==> config.mk <==
export PLATFORM = sky130hd
export DESIGN_NAME = link_partner_ability_capture
export DESIGN_NICKNAME = d
export VERILOG_FILES = /design/src/partner_ability_pkg.sv /design/src/link_partner_ability_capture.sv /design/src/word_capture.sv
export SDC_FILE = /design/constraint.sdc
export NUM_CORES = 1
export LEC_CHECK = 0
export BUFFER_PORTS_ARGS = -buffer_cell sky130_fd_sc_hd__buf_2
export CORE_MARGIN = 4
export CORE_UTILIZATION = 50
export CTS_CLUSTER_SIZE = 8
export DETAILED_ROUTE_END_ITERATION = 8
export GPL_ROUTABILITY_DRIVEN = 0
export PLACE_DENSITY_LB_ADDON = 0.3
export SLEW_MARGIN = 20
export SYNTH_ARGS = -nofsm -noshare
export SYNTH_HDL_FRONTEND = slang
export SYNTH_SLANG_ARGS = --single-unit
==> constraint.sdc <==
create_clock -name sys_clk_in -period 1.8 [get_ports sys_clk_in]
set_input_delay 0.09 -clock sys_clk_in [delete_from_list [all_inputs] [get_ports sys_clk_in]]
set_output_delay 0.09 -clock sys_clk_in [all_outputs]
set_load 0.01 [all_outputs]
==> src/partner_ability_pkg.sv <==
// Constants, field positions and view states for the link partner ability capture.
// Assumes one clock domain shared with the negotiation and management logic.
// Function
// - Store the received partner ability word at management address 05h.
// - With next pages supported, show received next-page word after successful negotiation.
// - Bit 15 shows partner request for further page; resets 0; not writable.
// - Bit 14 shows partner acknowledge, driven only by negotiation logic.
// - Bit 13 shows partner remote fault.
// - Bit 12 reserved, always reads 0 in the base-page view.
// - Bit 11 asymmetric pause, bit 10 symmetric pause of partner.
// - Bits 9..5 show T4, TX full, TX, 10 full, 10 abilities.
// - Bits 4:0 hold received selector; reset zero; read-only.
// - Next-page view bit 15 more pages, bit 14 acknowledge; read-only, reset 0.
// - Next-page view bits 13 message, 12 comply, 11 toggle, 10:0 code.
package partner_ability_pkg;
  localparam int ADDR_W = 5;
  localparam int DATA_W = 16;
  localparam logic [ADDR_W-1:0] PARTNER_ABILITY_ADDR = 5'h05;
  localparam logic [DATA_W-1:0] WORD_RESET = 16'h0000;
  localparam logic [DATA_W-1:0] BASE_KEEP_MASK = 16'hEFFF;
  localparam logic [DATA_W-1:0] NEXT_KEEP_MASK = 16'hFFFF;
  localparam int MORE_PAGES_BIT = 15;
  localparam int ACK_BIT = 14;
  localparam int FAR_FAULT_BIT = 13;
  localparam int RSV_BIT = 12;
  localparam int ASYM_PAUSE_BIT = 11;
  localparam int SYM_PAUSE_BIT = 10;
  localparam int T4_BIT = 9;
  localparam int FAST_FD_BIT = 8;
  localparam int FAST_HD_BIT = 7;
  localparam int SLOW_FD_BIT = 6;
  localparam int SLOW_HD_BIT = 5;
  localparam int SEL_HI = 4;
  localparam int MSG_PAGE_BIT = 13;
  localparam int COMPLY_BIT = 12;
  localparam int TOGGLE_BIT = 11;
  localparam int CODE_HI = 10;
  typedef enum logic [1:0] {
    VIEW_EMPTY = 2'b00,
    VIEW_BASE = 2'b01,
    VIEW_NEXT = 2'b11
  } view_state_t;
endpackage

==> src/link_partner_ability_capture.sv <==
// Link partner ability register with base-page and next-page views.
// Assumes negotiation and management logic run on sys_clk_in; their strobes are one-cycle pulses.
`timescale 1ns/1ps
module link_partner_ability_capture (
  input wire logic sys_clk_in,
  input wire logic rst_b_in,
  input wire logic base_page_valid_in,
  input wire logic [partner_ability_pkg::DATA_W-1:0] base_page_word_in,
  input wire logic next_page_valid_in,
  input wire logic [partner_ability_pkg::DATA_W-1:0] next_page_word_in,
  input wire logic np_supported_in,
  input wire logic an_complete_in,
  input wire logic an_restart_in,
  input wire logic [partner_ability_pkg::ADDR_W-1:0] mgmt_addr_in,
  input wire logic mgmt_rd_in,
  input wire logic mgmt_wr_in,
  input wire logic [partner_ability_pkg::DATA_W-1:0] mgmt_wdata_in,
  output logic mgmt_sel_out,
  output logic [partner_ability_pkg::DATA_W-1:0] mgmt_rdata_out,
  output logic [partner_ability_pkg::DATA_W-1:0] partner_ability_word_out,
  output logic next_page_view_out,
  output logic more_pages_request_out,
  output logic partner_ack_out,
  output logic far_fault_flag_out,
  output logic asymmetric_flow_ability_out,
  output logic symmetric_pause_out,
  output logic t4_ability_out,
  output logic fast_full_duplex_ability_out,
  output logic fast_half_duplex_ability_out,
  output logic slow_full_duplex_ability_out,
  output logic slow_half_duplex_ability_out,
  output logic [partner_ability_pkg::SEL_HI:0] selector_out,
  output logic message_page_flag_out,
  output logic comply_ability_flag_out,
  output logic toggle_out,
  output logic [partner_ability_pkg::CODE_HI:0] code_field_out
);
  import partner_ability_pkg::*;

  logic [DATA_W-1:0] base_q;
  logic [DATA_W-1:0] next_q;
  logic [DATA_W-1:0] view_r;
  logic [DATA_W-1:0] view_nxt;
  logic [DATA_W-1:0] rdata_r;
  logic show_next;
  logic show_next_r;
  logic addr_hit;
  view_state_t state_r;
  view_state_t state_nxt;

  // Base page store, reserved bit forced to zero
  word_capture #(
    .WIDTH(DATA_W),
    .KEEP_MASK(BASE_KEEP_MASK)
  ) u_base (
    .sys_clk_in(sys_clk_in),
    .rst_b_in(rst_b_in),
    .load_in(base_page_valid_in),
    .word_in(base_page_word_in),
    .word_out(base_q)
  );

  // Next page store
  word_capture #(
    .WIDTH(DATA_W),
    .KEEP_MASK(NEXT_KEEP_MASK)
  ) u_next (
    .sys_clk_in(sys_clk_in),
    .rst_b_in(rst_b_in),
    .load_in(next_page_valid_in),
    .word_in(next_page_word_in),
    .word_out(next_q)
  );

  // View selection; a capture in the restart cycle wins, except an unsupported next page in the base view
  always_comb begin
    state_nxt = state_r;
    case (state_r)
      VIEW_EMPTY: begin
        if (base_page_valid_in) begin
          state_nxt = VIEW_BASE;
        end
      end
      VIEW_BASE: begin
        if (next_page_valid_in && np_supported_in) begin
          state_nxt = VIEW_NEXT;
        end else if (an_restart_in && !base_page_valid_in) begin
          state_nxt = VIEW_EMPTY;
        end
      end
      VIEW_NEXT: begin
        if (base_page_valid_in) begin
          state_nxt = VIEW_BASE;
        end else if (an_restart_in && !next_page_valid_in) begin
          state_nxt = VIEW_EMPTY;
        end
      end
      default: begin
        state_nxt = VIEW_EMPTY;
      end
    endcase
  end

  always_ff @(posedge sys_clk_in) begin
    if (!rst_b_in) begin
      state_r <= VIEW_EMPTY;
    end else begin
      state_r <= state_nxt;
    end
  end

  // Next-page word replaces base contents only after successful negotiation
  assign show_next = (state_r == VIEW_NEXT) && an_complete_in && np_supported_in;

  always_comb begin
    view_nxt = show_next ? next_q : (base_q & BASE_KEEP_MASK);
  end

  always_ff @(posedge sys_clk_in) begin
    if (!rst_b_in) begin
      view_r <= WORD_RESET;
      show_next_r <= 1'b0;
    end else begin
      view_r <= view_nxt;
      show_next_r <= show_next;
    end
  end

  // Management read port; writes are accepted and discarded
  assign addr_hit = (mgmt_addr_in == PARTNER_ABILITY_ADDR);
  assign mgmt_sel_out = addr_hit;

  always_ff @(posedge sys_clk_in) begin
    if (!rst_b_in) begin
      rdata_r <= WORD_RESET;
    end else if (mgmt_rd_in) begin
      rdata_r <= addr_hit ? view_r : WORD_RESET;
    end
  end

  assign mgmt_rdata_out = rdata_r;
  assign partner_ability_word_out = view_r;
  assign next_page_view_out = show_next_r;

  // Base-page view fields
  assign more_pages_request_out = view_r[MORE_PAGES_BIT];
  assign partner_ack_out = view_r[ACK_BIT];
  assign far_fault_flag_out = !show_next_r && view_r[FAR_FAULT_BIT];
  assign asymmetric_flow_ability_out = !show_next_r && view_r[ASYM_PAUSE_BIT];
  assign symmetric_pause_out = !show_next_r && view_r[SYM_PAUSE_BIT];
  assign t4_ability_out = !show_next_r && view_r[T4_BIT];
  assign fast_full_duplex_ability_out = !show_next_r && view_r[FAST_FD_BIT];
  assign fast_half_duplex_ability_out = !show_next_r && view_r[FAST_HD_BIT];
  assign slow_full_duplex_ability_out = !show_next_r && view_r[SLOW_FD_BIT];
  assign slow_half_duplex_ability_out = !show_next_r && view_r[SLOW_HD_BIT];
  assign selector_out = show_next_r ? '0 : view_r[SEL_HI:0];

  // Next-page view fields
  assign message_page_flag_out = show_next_r && view_r[MSG_PAGE_BIT];
  assign comply_ability_flag_out = show_next_r && view_r[COMPLY_BIT];
  assign toggle_out = show_next_r && view_r[TOGGLE_BIT];
  assign code_field_out = show_next_r ? view_r[CODE_HI:0] : '0;
endmodule

==> src/word_capture.sv <==
// Holding register for one received link code word.
// Assumes load_in is a one-cycle pulse from logic on the same clock.
`timescale 1ns/1ps
module word_capture #(
  parameter int WIDTH = partner_ability_pkg::DATA_W,
  parameter logic [WIDTH-1:0] KEEP_MASK = partner_ability_pkg::NEXT_KEEP_MASK
) (
  input wire logic sys_clk_in,
  input wire logic rst_b_in,
  input wire logic load_in,
  input wire logic [WIDTH-1:0] word_in,
  output logic [WIDTH-1:0] word_out
);
  import partner_ability_pkg::*;

  logic [WIDTH-1:0] word_r;

  // Loads only from the negotiation side
  always_ff @(posedge sys_clk_in) begin
    if (!rst_b_in) begin
      word_r <= WIDTH'(WORD_RESET);
    end else if (load_in) begin
      word_r <= word_in & KEEP_MASK;
    end
  end

  assign word_out = word_r;
endmodule

---- Word level (Yosys, flattened, before mapping) ----
Cells that the tools add are included.
word-level totals
  word-level logic and storage cells ...... 45
  register bits ........................... 66
  output and inout port bits .............. 63
cells by class
  reductions and logical operators ........ 22
  equal/unequal tests ..................... 6
  multiplexer cells ....................... 10
operators by type and width
  operator            number
  $mux 16             2
  $logic_and 1x1->1   16
  $mux 11             1
  $mux 2              5
  $ne 3x3->1 const B  2
  $pmux 2 s3          1
  $eq 5x3->1 const B  1
  $mux 5              1
  $logic_not 1->1     3
  $reduce_and 3->1    1
  $eq 2x1->1 const B  1
  $eq 2x2->1 const B  1
  $logic_not 2->1     1
  $ne 2x2->1 const B  1
  $reduce_and 2->1    1

---- Depth between registers and ports, before layout ----
Gate-level depths: netlist of the first run.
  depth in word-level cells ............... 5
  mapped depth ............................ 5

---- Modules after synthesis ----
Synthesis of the first run repeated with hierarchy kept, for this count alone.
second synthesis, totals
  cell total of the unflattened synthesis .. 289
  area, all modules ....................... 2,834.0 um^2
by module, submodules not included
  module                        times used  area an instance (um^2)  cells each
  link_partner_ability_capture  1           1,627.8                  188
  word_capture at u_next        1           615.6                    51
  word_capture at u_base        1           590.6                    50

---- Least setup slack after synthesis of the first run ----
OpenSTA, ideal clock, no wires.
  path type ............................... reg-to-output
  start ................................... register show_next_r (netlist: next_page_view_out)
  end ..................................... output port code_field_out[6] in the netlist's numbering
  cell stages (with the launch flop) ...... 3
  buffers on the path ..................... 1
  arrival time ............................ 0.955 ns
  required time ........................... 1.710 ns
  slack ................................... 0.755 ns
  cell sequence ........................... dfxtp_1 > clkbuf_1 > and2_1
on the way
  word-level cells in the longest chain between the ends .. 1
ends and longest elaborated chain
  item                      RTL line                             text
  start: declaration        link_partner_ability_capture.sv:46   logic show_next_r;
  start signal: assignment  link_partner_ability_capture.sv:125  show_next_r <= show_next;
  $mux 11                   link_partner_ability_capture.sv:162  assign code_field_out = show_next_r ? view_r[CODE_HI:0] : '0;
  end: declaration          link_partner_ability_capture.sv:36   output logic [partner_ability_pkg::CODE_HI:0] code_field_out
No other way between the ends.

---- Final worst setup path of the first run ----
  start ................................... register state_r[1]
  end ..................................... register view_r[1] (netlist: partner_ability_word_out[1])
on the way
  word-level cells in the longest chain between the ends .. 4
ends and longest elaborated chain
  item                             RTL line                             text
  start: declaration               link_partner_ability_capture.sv:48   view_state_t state_r;
  start signal: assignment         link_partner_ability_capture.sv:108  state_r <= state_nxt;
  $eq 2x2->1                       link_partner_ability_capture.sv:113  assign show_next = (state_r == VIEW_NEXT) && an_complete_in && np_supported_in;
  $logic_and 1x1->1 (2 in series)  link_partner_ability_capture.sv:113
  $mux 16                          link_partner_ability_capture.sv:116  view_nxt = show_next ? next_q : (base_q & BASE_KEEP_MASK);
  end signal: assignment           link_partner_ability_capture.sv:124  view_r <= view_nxt;
  end: declaration                 link_partner_ability_capture.sv:42   logic [DATA_W-1:0] view_r;
No other way between the ends.
A chain may end at the register's enable or synchronous reset.

==> impl_metrics.json, run 1 <==
{
  "result_of_the_run": "completed",
  "rows": 26,
  "grt_antenna_before_repair": 0,
  "cts_tree": "done",
  "worst_setup_skew_after_layout_ns": 0.00616,
  "report.power.total_mw": 2.87,
  "drt-initial-drc-count": 56,
  "worst_slew_pin_slew_ns": 0.678,
  "p_comb_share_pct": 9.5,
  "sequentialPowerShare_pct": 54.2,
  "muxShareOfSynthArea_pct": 11.1,
  "dpl-instance-area_um2": 3320,
  "dp.cells": 446,
  "worst_setup_hold_path_clk_slew_ns": 0.06,
  "synth_xor_area_share_pct": 0,
  "critPathLaunch": "state_r[1]",
  "netlist_instances": 289,
  "initial_core_util_pct": 53.1,
  "clockPowerShare_pct": 36.2,
  "cts-buffers-inserted": 9,
  "yosys.cell_types.count": 21,
  "finalHoldViolations": 0,
  "power.switching_fraction_pct": 22.8,
  "worstSkewPairLatency_ns": 0.34,
  "detail_route.wirelength_mm": 6.19,
  "timing.reg2reg.setup_slack_ns": 0.43,
  "cellPowerDensity_nw_per_um2": 817,
  "port-buffer-count": 106,
  "synth_simple_gate_area_share_pct": 27.3,
  "post_synth_main_area_contributors": "dfxtp_1, mux2i_1, nor2b_1",
  "post_synthesis_instance_area_um2": 2800,
  "power.switching_uw": 653,
  "synth_flop_cell": "dfxtp_1",
  "timing.critical_path.to_type": "register",
  "path_class": "reg -> reg",
  "number_of_clock_sinks": 66,
  "globalRouteOverflowTotal": 0,
  "die_width_um": 82.8,
  "synth_top_family_by_area": "simple AND/OR/NAND/NOR gates",
  "final.setup.tns_ns": 0,
  "post-synth-top-count-cell": "dfxtp_1",
  "synth.top_cell.area_share_pct": 47.2,
  "rsz_0062_raised_after_global_routing": "false",
  "pre_cts_ws_ns": 0.471,
  "post_layout_nonfiller_instances": 462,
  "whs_ns": 0.00747,
  "maximum_number_of_pins_on_one_net_before_global_route_repair": 47,
  "cellInternalPower_mw": 2.21,
  "synth_top_area_cell": "dfxtp_1",
  "cp_data_arrival_time_ns": 1.56,
  "ys_seq_area_share_pct": 47.2,
  "postSynthNetCount": 351,
  "setup_violations": 0,
  "synth-seq-cells": 66,
  "relSlewSlack_pct": 54.8,
  "async_flop_share_pct": 0,
  "finalCritPeriodShare_pct": 76.1,
  "ios": 125,
  "clock_tree.htree_level_count": 3,
  "core-area_um2": 5270,
  "first_global_vias": 2150,
  "cts_root_buf": "clkbuf_8",
  "p_leak_nw": 1.67,
  "worst_ir_drop_vdd_mv": 0.604,
  "detail-route-antenna-nets": 0,
  "crit_path_start_kind": "register",
  "critical_path_peak_fanout": 9,
  "first_pass_iters": 4,
  "synth_common_cells": "dfxtp_1, nor2b_1, mux2i_1, nand2_1",
  "hold_path_startpoint": "base_page_word_in[10]",
  "clock.fmax_mhz": 730,
  "compound_cell_area_share_of_the_yosys_netlist_pct": 9.12,
  "min_path_type": "in -> reg",
  "nets": 452,
  "global_route.usage.total_pct": 18.7,
  "bufs_on_longest_clock_path": 2,
  "synthToLayoutAreaGrowth_pct": 25.5,
  "final_core_utilization_pct": 66.6,
  "yosysWarnings": 0,
  "post_synth_fa_ha_maj_area_fraction_pct": 0,
  "post_route_minimum_period_ns": 1.37,
  "final_layout_size_suffix_gt1_share_pct": 31.4,
  "synth-edff-count": 0,
  "grt_first_pass_wirelength_mm": 10.4,
  "post-dp-hpwl_mm": 4.35,
  "syn_area_per_cell_um2": 9.68,
  "via_count": 2252,
  "report.final.slew_viol_count": 0,
  "wl_per_cell_um": 13.4,
  "floorplan.die_area_um2": 6860,
  "post-route-cell-area_um2": 3510,
  "dieHeight_um": 82.8,
  "max_cap_viol_count": 0,
  "diodes": 0,
  "worst-endpoint-required_ns": 1.99,
  "setup_ws_ns": 0.430,
  "drt-vias-per-instance": 4.87,
  "critical_path.reg2reg.startpoint": "state_r[1]",
  "drc": 0
}
[cells in the final DEF, fill, tap and decap left out]
cell type      synthesis  final
and3_1                 1      1
buf_4                  7      4
dfxtp_1               66     66
a21boi_1              17     17
a21boi_0              14     14
a31oi_1                2      2
and3b_1                1      1
buf_12                 0      1
and2_1                16     16
nand4_1               17     17
mux2i_1               31     31
inv_1                  1      1
nand2_1               31     31
nor3b_4                1      1
clkbuf_8               0     11
nor2_1                 1      1
clkbuf_1              10      2
buf_2                  4    106
and4_1                 1      1
nand2b_1              17     17
dlygate4sd3_1          0      3
o21ai_0                2      2
nor2b_1               46     46
[power by group through the flow]
stage	combinational (mW)	sequential, mW	clock, mW
floorplan	0.173	1.58	0
global placement	0.265	1.58	0
detailed placement	0.271	1.59	0
CTS	0.276	1.55	1.07
global route	0.305	1.56	1.13
finish	0.274	1.55	1.04
[layout make-up]
cell class              instances  area [um^2]
flip-flops and latches         66         1320
fillers                       458         1760
multi-input cells             198         1330
inverters                       1         3.75
well taps                      70         87.6
repair buffers                114          611
clock buffers                  13          159
[kinds of logic (layout without fill, tap and decap cells)]
family	count (synthesis)	in the layout
muxes	31	31
DFF	66	66
AOI/OAI and AO/OA	35	35
buffers and inverters	25	128
and+or+nand+nor	132	132
[path summary, 6_finish.rpt]
kind                                               endpoint  cells after the start
worst min register to register  partner_ability_word_out[8]                      2
worst max register to register  partner_ability_word_out[1]                      4
worst min-delay path                    u_base.word_out[10]                      3
worst max-delay path            partner_ability_word_out[1]                      4
[critical path, cell delays in order, from the launching register on]
cell	delay, ns
dfxtp_1	0.40
nand4_1	0.32
buf_4	0.30
nand2_1	0.06
a21boi_0	0.14
[state kept, by name, summed over array words and instances, names as in the netlist]
name                      cells
u_next.word_out              16
next_page_view_out            1
u_base.word_out              15
mgmt_rdata_out               16
state_r                       2
partner_ability_word_out     16
[timing repair]
action,in CTS,in global routing
buffers inserted,0,0
resized for setup,0,0
endpoints found under the hold margin,3,0
endpoints found under the setup margin,0,0
hold buffers,3,0
[per-layer routing]
layer | vias to the layer above | track usage, % | share of wire (%)
li1 | 1163 | - | -
met4 | 0 | 5.79 | 1.3
met2 | 76 | 29.6 | 45
met5 | - | 0 | 0
met3 | 8 | 8.32 | 8.1
met1 | 1005 | 22.9 | 45
No activity file was read; power rests on OpenSTA's default activity.
==> run 2: changes to the inputs <==
Settings changed: ABC_AREA set to 1, CORE_UTILIZATION 50 to 46.
Clock period 1.8 ns to 1.3 ns, I/O delays scaled along.
==> run 2 against run 1 <==
Area after synthesis shrank 5.5%; cell area grew 7.3%; worst setup slack lost 0.33 ns; wire length grew 13%; sequential power grew 43%; fmax grew 14%; utilization grew 1.4 points; first-iteration DRC count grew 95%; flip-flop and latch count is the same; sequential share of layout area shrank 2.6 points; clock skew shrank 0.0015 ns; non-clock buffer count grew 31; critical path type unchanged.
==> impl_metrics.json, run 2 <==
{
  "result_of_the_run": "completed",
  "cellInternalPower_mw": 3.66,
  "layout.cells.most_common": "buf_2",
  "maximum_number_of_pins_on_one_net_before_global_route_repair": 33,
  "report.final.slew_viol_count": 0,
  "p_comb_share_pct": 11.3,
  "ios": 125,
  "netlist_instances": 365,
  "synth-seq-cells": 66,
  "path_class": "reg -> reg",
  "critical_path.reg2reg.startpoint": "state_r[1]",
  "core-area_um2": 5540,
  "wl_per_cell_um": 12.2,
  "post-synth-top-count-cell": "nor2_1",
  "via_count": 2758,
  "crit_family": "flip-flops",
  "setup_violations": 0,
  "number_of_clock_sinks": 66,
  "worst-path-buf-inv": 1,
  "post-dp-hpwl_mm": 4.80,
  "final.setup.tns_ns": 0,
  "global_route.usage.total_pct": 20.1,
  "relSlewSlack_pct": 71.1,
  "commonest_cells_after_routing_fill_and_taps_aside": "buf_2, nor2_1, dfxtp_1, o21ai_0, inv_1",
  "drt-vias-per-instance": 4.80,
  "cp_data_arrival_time_ns": 1.42,
  "diodes": 0,
  "post_synthesis_instance_area_um2": 2640,
  "synth_common_cells": "nor2_1, dfxtp_1, o21ai_0",
  "rsz_0062_raised_after_global_routing": "false",
  "cts_tree": "done",
  "critPathMaxStageDelay_ns": 0.39,
  "synth_top_area_cell": "dfxtp_1",
  "min_path_type": "in -> reg",
  "critPathLaunch": "state_r[1]",
  "setup_ws_ns": 0.100,
  "crit_slowest_cell": "dfxtp_1",
  "yosys.cell_types.count": 20,
  "detail_route.wirelength_mm": 7.00,
  "clock_tree.htree_level_count": 3,
  "post_route_minimum_period_ns": 1.20,
  "grt_first_pass_wirelength_mm": 11.5,
  "finalCritPeriodShare_pct": 92.3,
  "final_core_utilization_pct": 68.0,
  "synth_flop_cell": "dfxtp_1",
  "cts-buffers-inserted": 9,
  "finalHoldViolations": 0,
  "sequentialPowerShare_pct": 46.6,
  "crit_path_start_kind": "register",
  "hold_path_startpoint": "mgmt_addr_in[4]",
  "worst_setup_hold_path_clk_slew_ns": 0.07,
  "first_global_vias": 2515,
  "async_flop_share_pct": 0,
  "final_layout_size_suffix_gt1_share_pct": 27.4,
  "power.switching_fraction_pct": 22.9,
  "first_pass_iters": 4,
  "worst_setup_skew_after_layout_ns": 0.00463,
  "ys_seq_area_share_pct": 50.0,
  "timing.critical_path.to_type": "register",
  "clock.fmax_mhz": 833,
  "port-buffer-count": 106,
  "power.switching_mw": 1.09,
  "syn_area_per_cell_um2": 7.24,
  "drt-initial-drc-count": 109,
  "initial_core_util_pct": 47.7,
  "detail-route-antenna-nets": 0,
  "globalRouteOverflowTotal": 0,
  "worst_slew_pin_slew_ns": 0.433,
  "floorplan.die_area_um2": 7020,
  "rows": 27,
  "yosysWarnings": 0,
  "postSynthNetCount": 427,
  "timing.critical_path.cells": "nand2_1, inv_2, nand3_2, o21ai_0, nor2_1",
  "cts_root_buf": "clkbuf_8",
  "synth.top_cell.area_share_pct": 50.0,
  "bufs_on_longest_clock_path": 2,
  "worstSkewPairLatency_ns": 0.33,
  "postCtsSetupRepairBufs": 0,
  "nets": 560,
  "grt_antenna_before_repair": 0,
  "drc": 0,
  "synth-edff-count": 0,
  "worst_ir_drop_vdd_mv": 1.35,
  "synthToLayoutAreaGrowth_pct": 42.5,
  "dieHeight_um": 83.8,
  "post_synth_main_area_contributors": "dfxtp_1, nor2_1, o21ai_0",
  "cellPowerDensity_nw_per_um2": 1260,
  "critical_path_peak_fanout": 9,
  "pre_cts_ws_ns": 0.0879,
  "worst-endpoint-required_ns": 1.52,
  "max_cap_viol_count": 0,
  "p_leak_nw": 1.93,
  "clockPowerShare_pct": 42.1,
  "die_width_um": 83.8
}
## run 2: logic make-up (layout without fill, tap and decap cells)
logic type	after synthesis	count (layout)	synth area share, %
AND/OR/NAND/NOR	157	158	24.6
AO/OA/AOI/OAI	81	81	15.4
flip-flops	66	66	50.0
buffers and inverters	61	198	10.0
## run 2: metrics by stage
stage / instance area, um^2 / cells / total power, mW / hold WS, ns
finish: 3770 / 575 / 4.74 / 0.0422
global route: 3770 / 575 / 4.96 / 0.0434
CTS: 3740 / 574 / 4.77 / 0.0343
detailed placement: 3200 / 527 / 2.71 / 0.290
global placement: 3200 / 527 / 2.70 / 0.287
floorplan: 2640 / 365 / 2.51 / 0.200
## run 2: final cells by class
type | count | area, um^2
clock buffers | 10 | 128
clock inverters | 6 | 105
fillers | 484 | 1770
inverters | 37 | 146
multi-input cells | 239 | 1070
flip-flops and latches | 66 | 1320
well taps | 72 | 90.1
repair buffers | 145 | 908
## run 2: power by group through the flow
stage | combinational (mW) | clock [mW] | sequential, mW
final | 0.538 | 2.00 | 2.21
after global placement | 0.449 | 0 | 2.25
after CTS | 0.532 | 2.03 | 2.21
after global routing | 0.604 | 2.13 | 2.22
after detailed placement | 0.460 | 0 | 2.25
after floorplan | 0.251 | 0 | 2.26
## run 2: final timing paths
kind                                   to  slack, ns  cells after the start
max          partner_ability_word_out[10]       0.10                      5
max reg2reg  partner_ability_word_out[10]       0.10                      5
min                     mgmt_rdata_out[1]       0.04                      4
min reg2reg           u_next.word_out[12]       0.46                      2
## run 2: what timing repair did
item / in CTS / in global routing
setup endpoints to repair: 0 / 29
hold buffers: 31 / 0
gates resized for setup: 0 / 7
endpoints found under the hold margin: 31 / 0
## run 2: routing by layer
| layer | wire length [um] | global-route usage, % | part of all wire (%) | vias up |
|---|---|---|---|---|
| met3 | 607 | 6.81 | 8.7 | 14 |
| met2 | 3220 | 33.6 | 46 | 114 |
| met4 | 112 | 6.29 | 1.6 | 0 |
| met5 | 0 | 0 | 0 | - |
| met1 | 3050 | 24.4 | 44 | 1212 |
| li1 | - | - | - | 1418 |
## run 2: worst reg2reg max path: stages (launching register included)
cell and delay, ns:
dfxtp_1 0.39, nand2_1 0.09, inv_2 0.11, nand3_2 0.20
o21ai_0 0.24, nor2_1 0.06
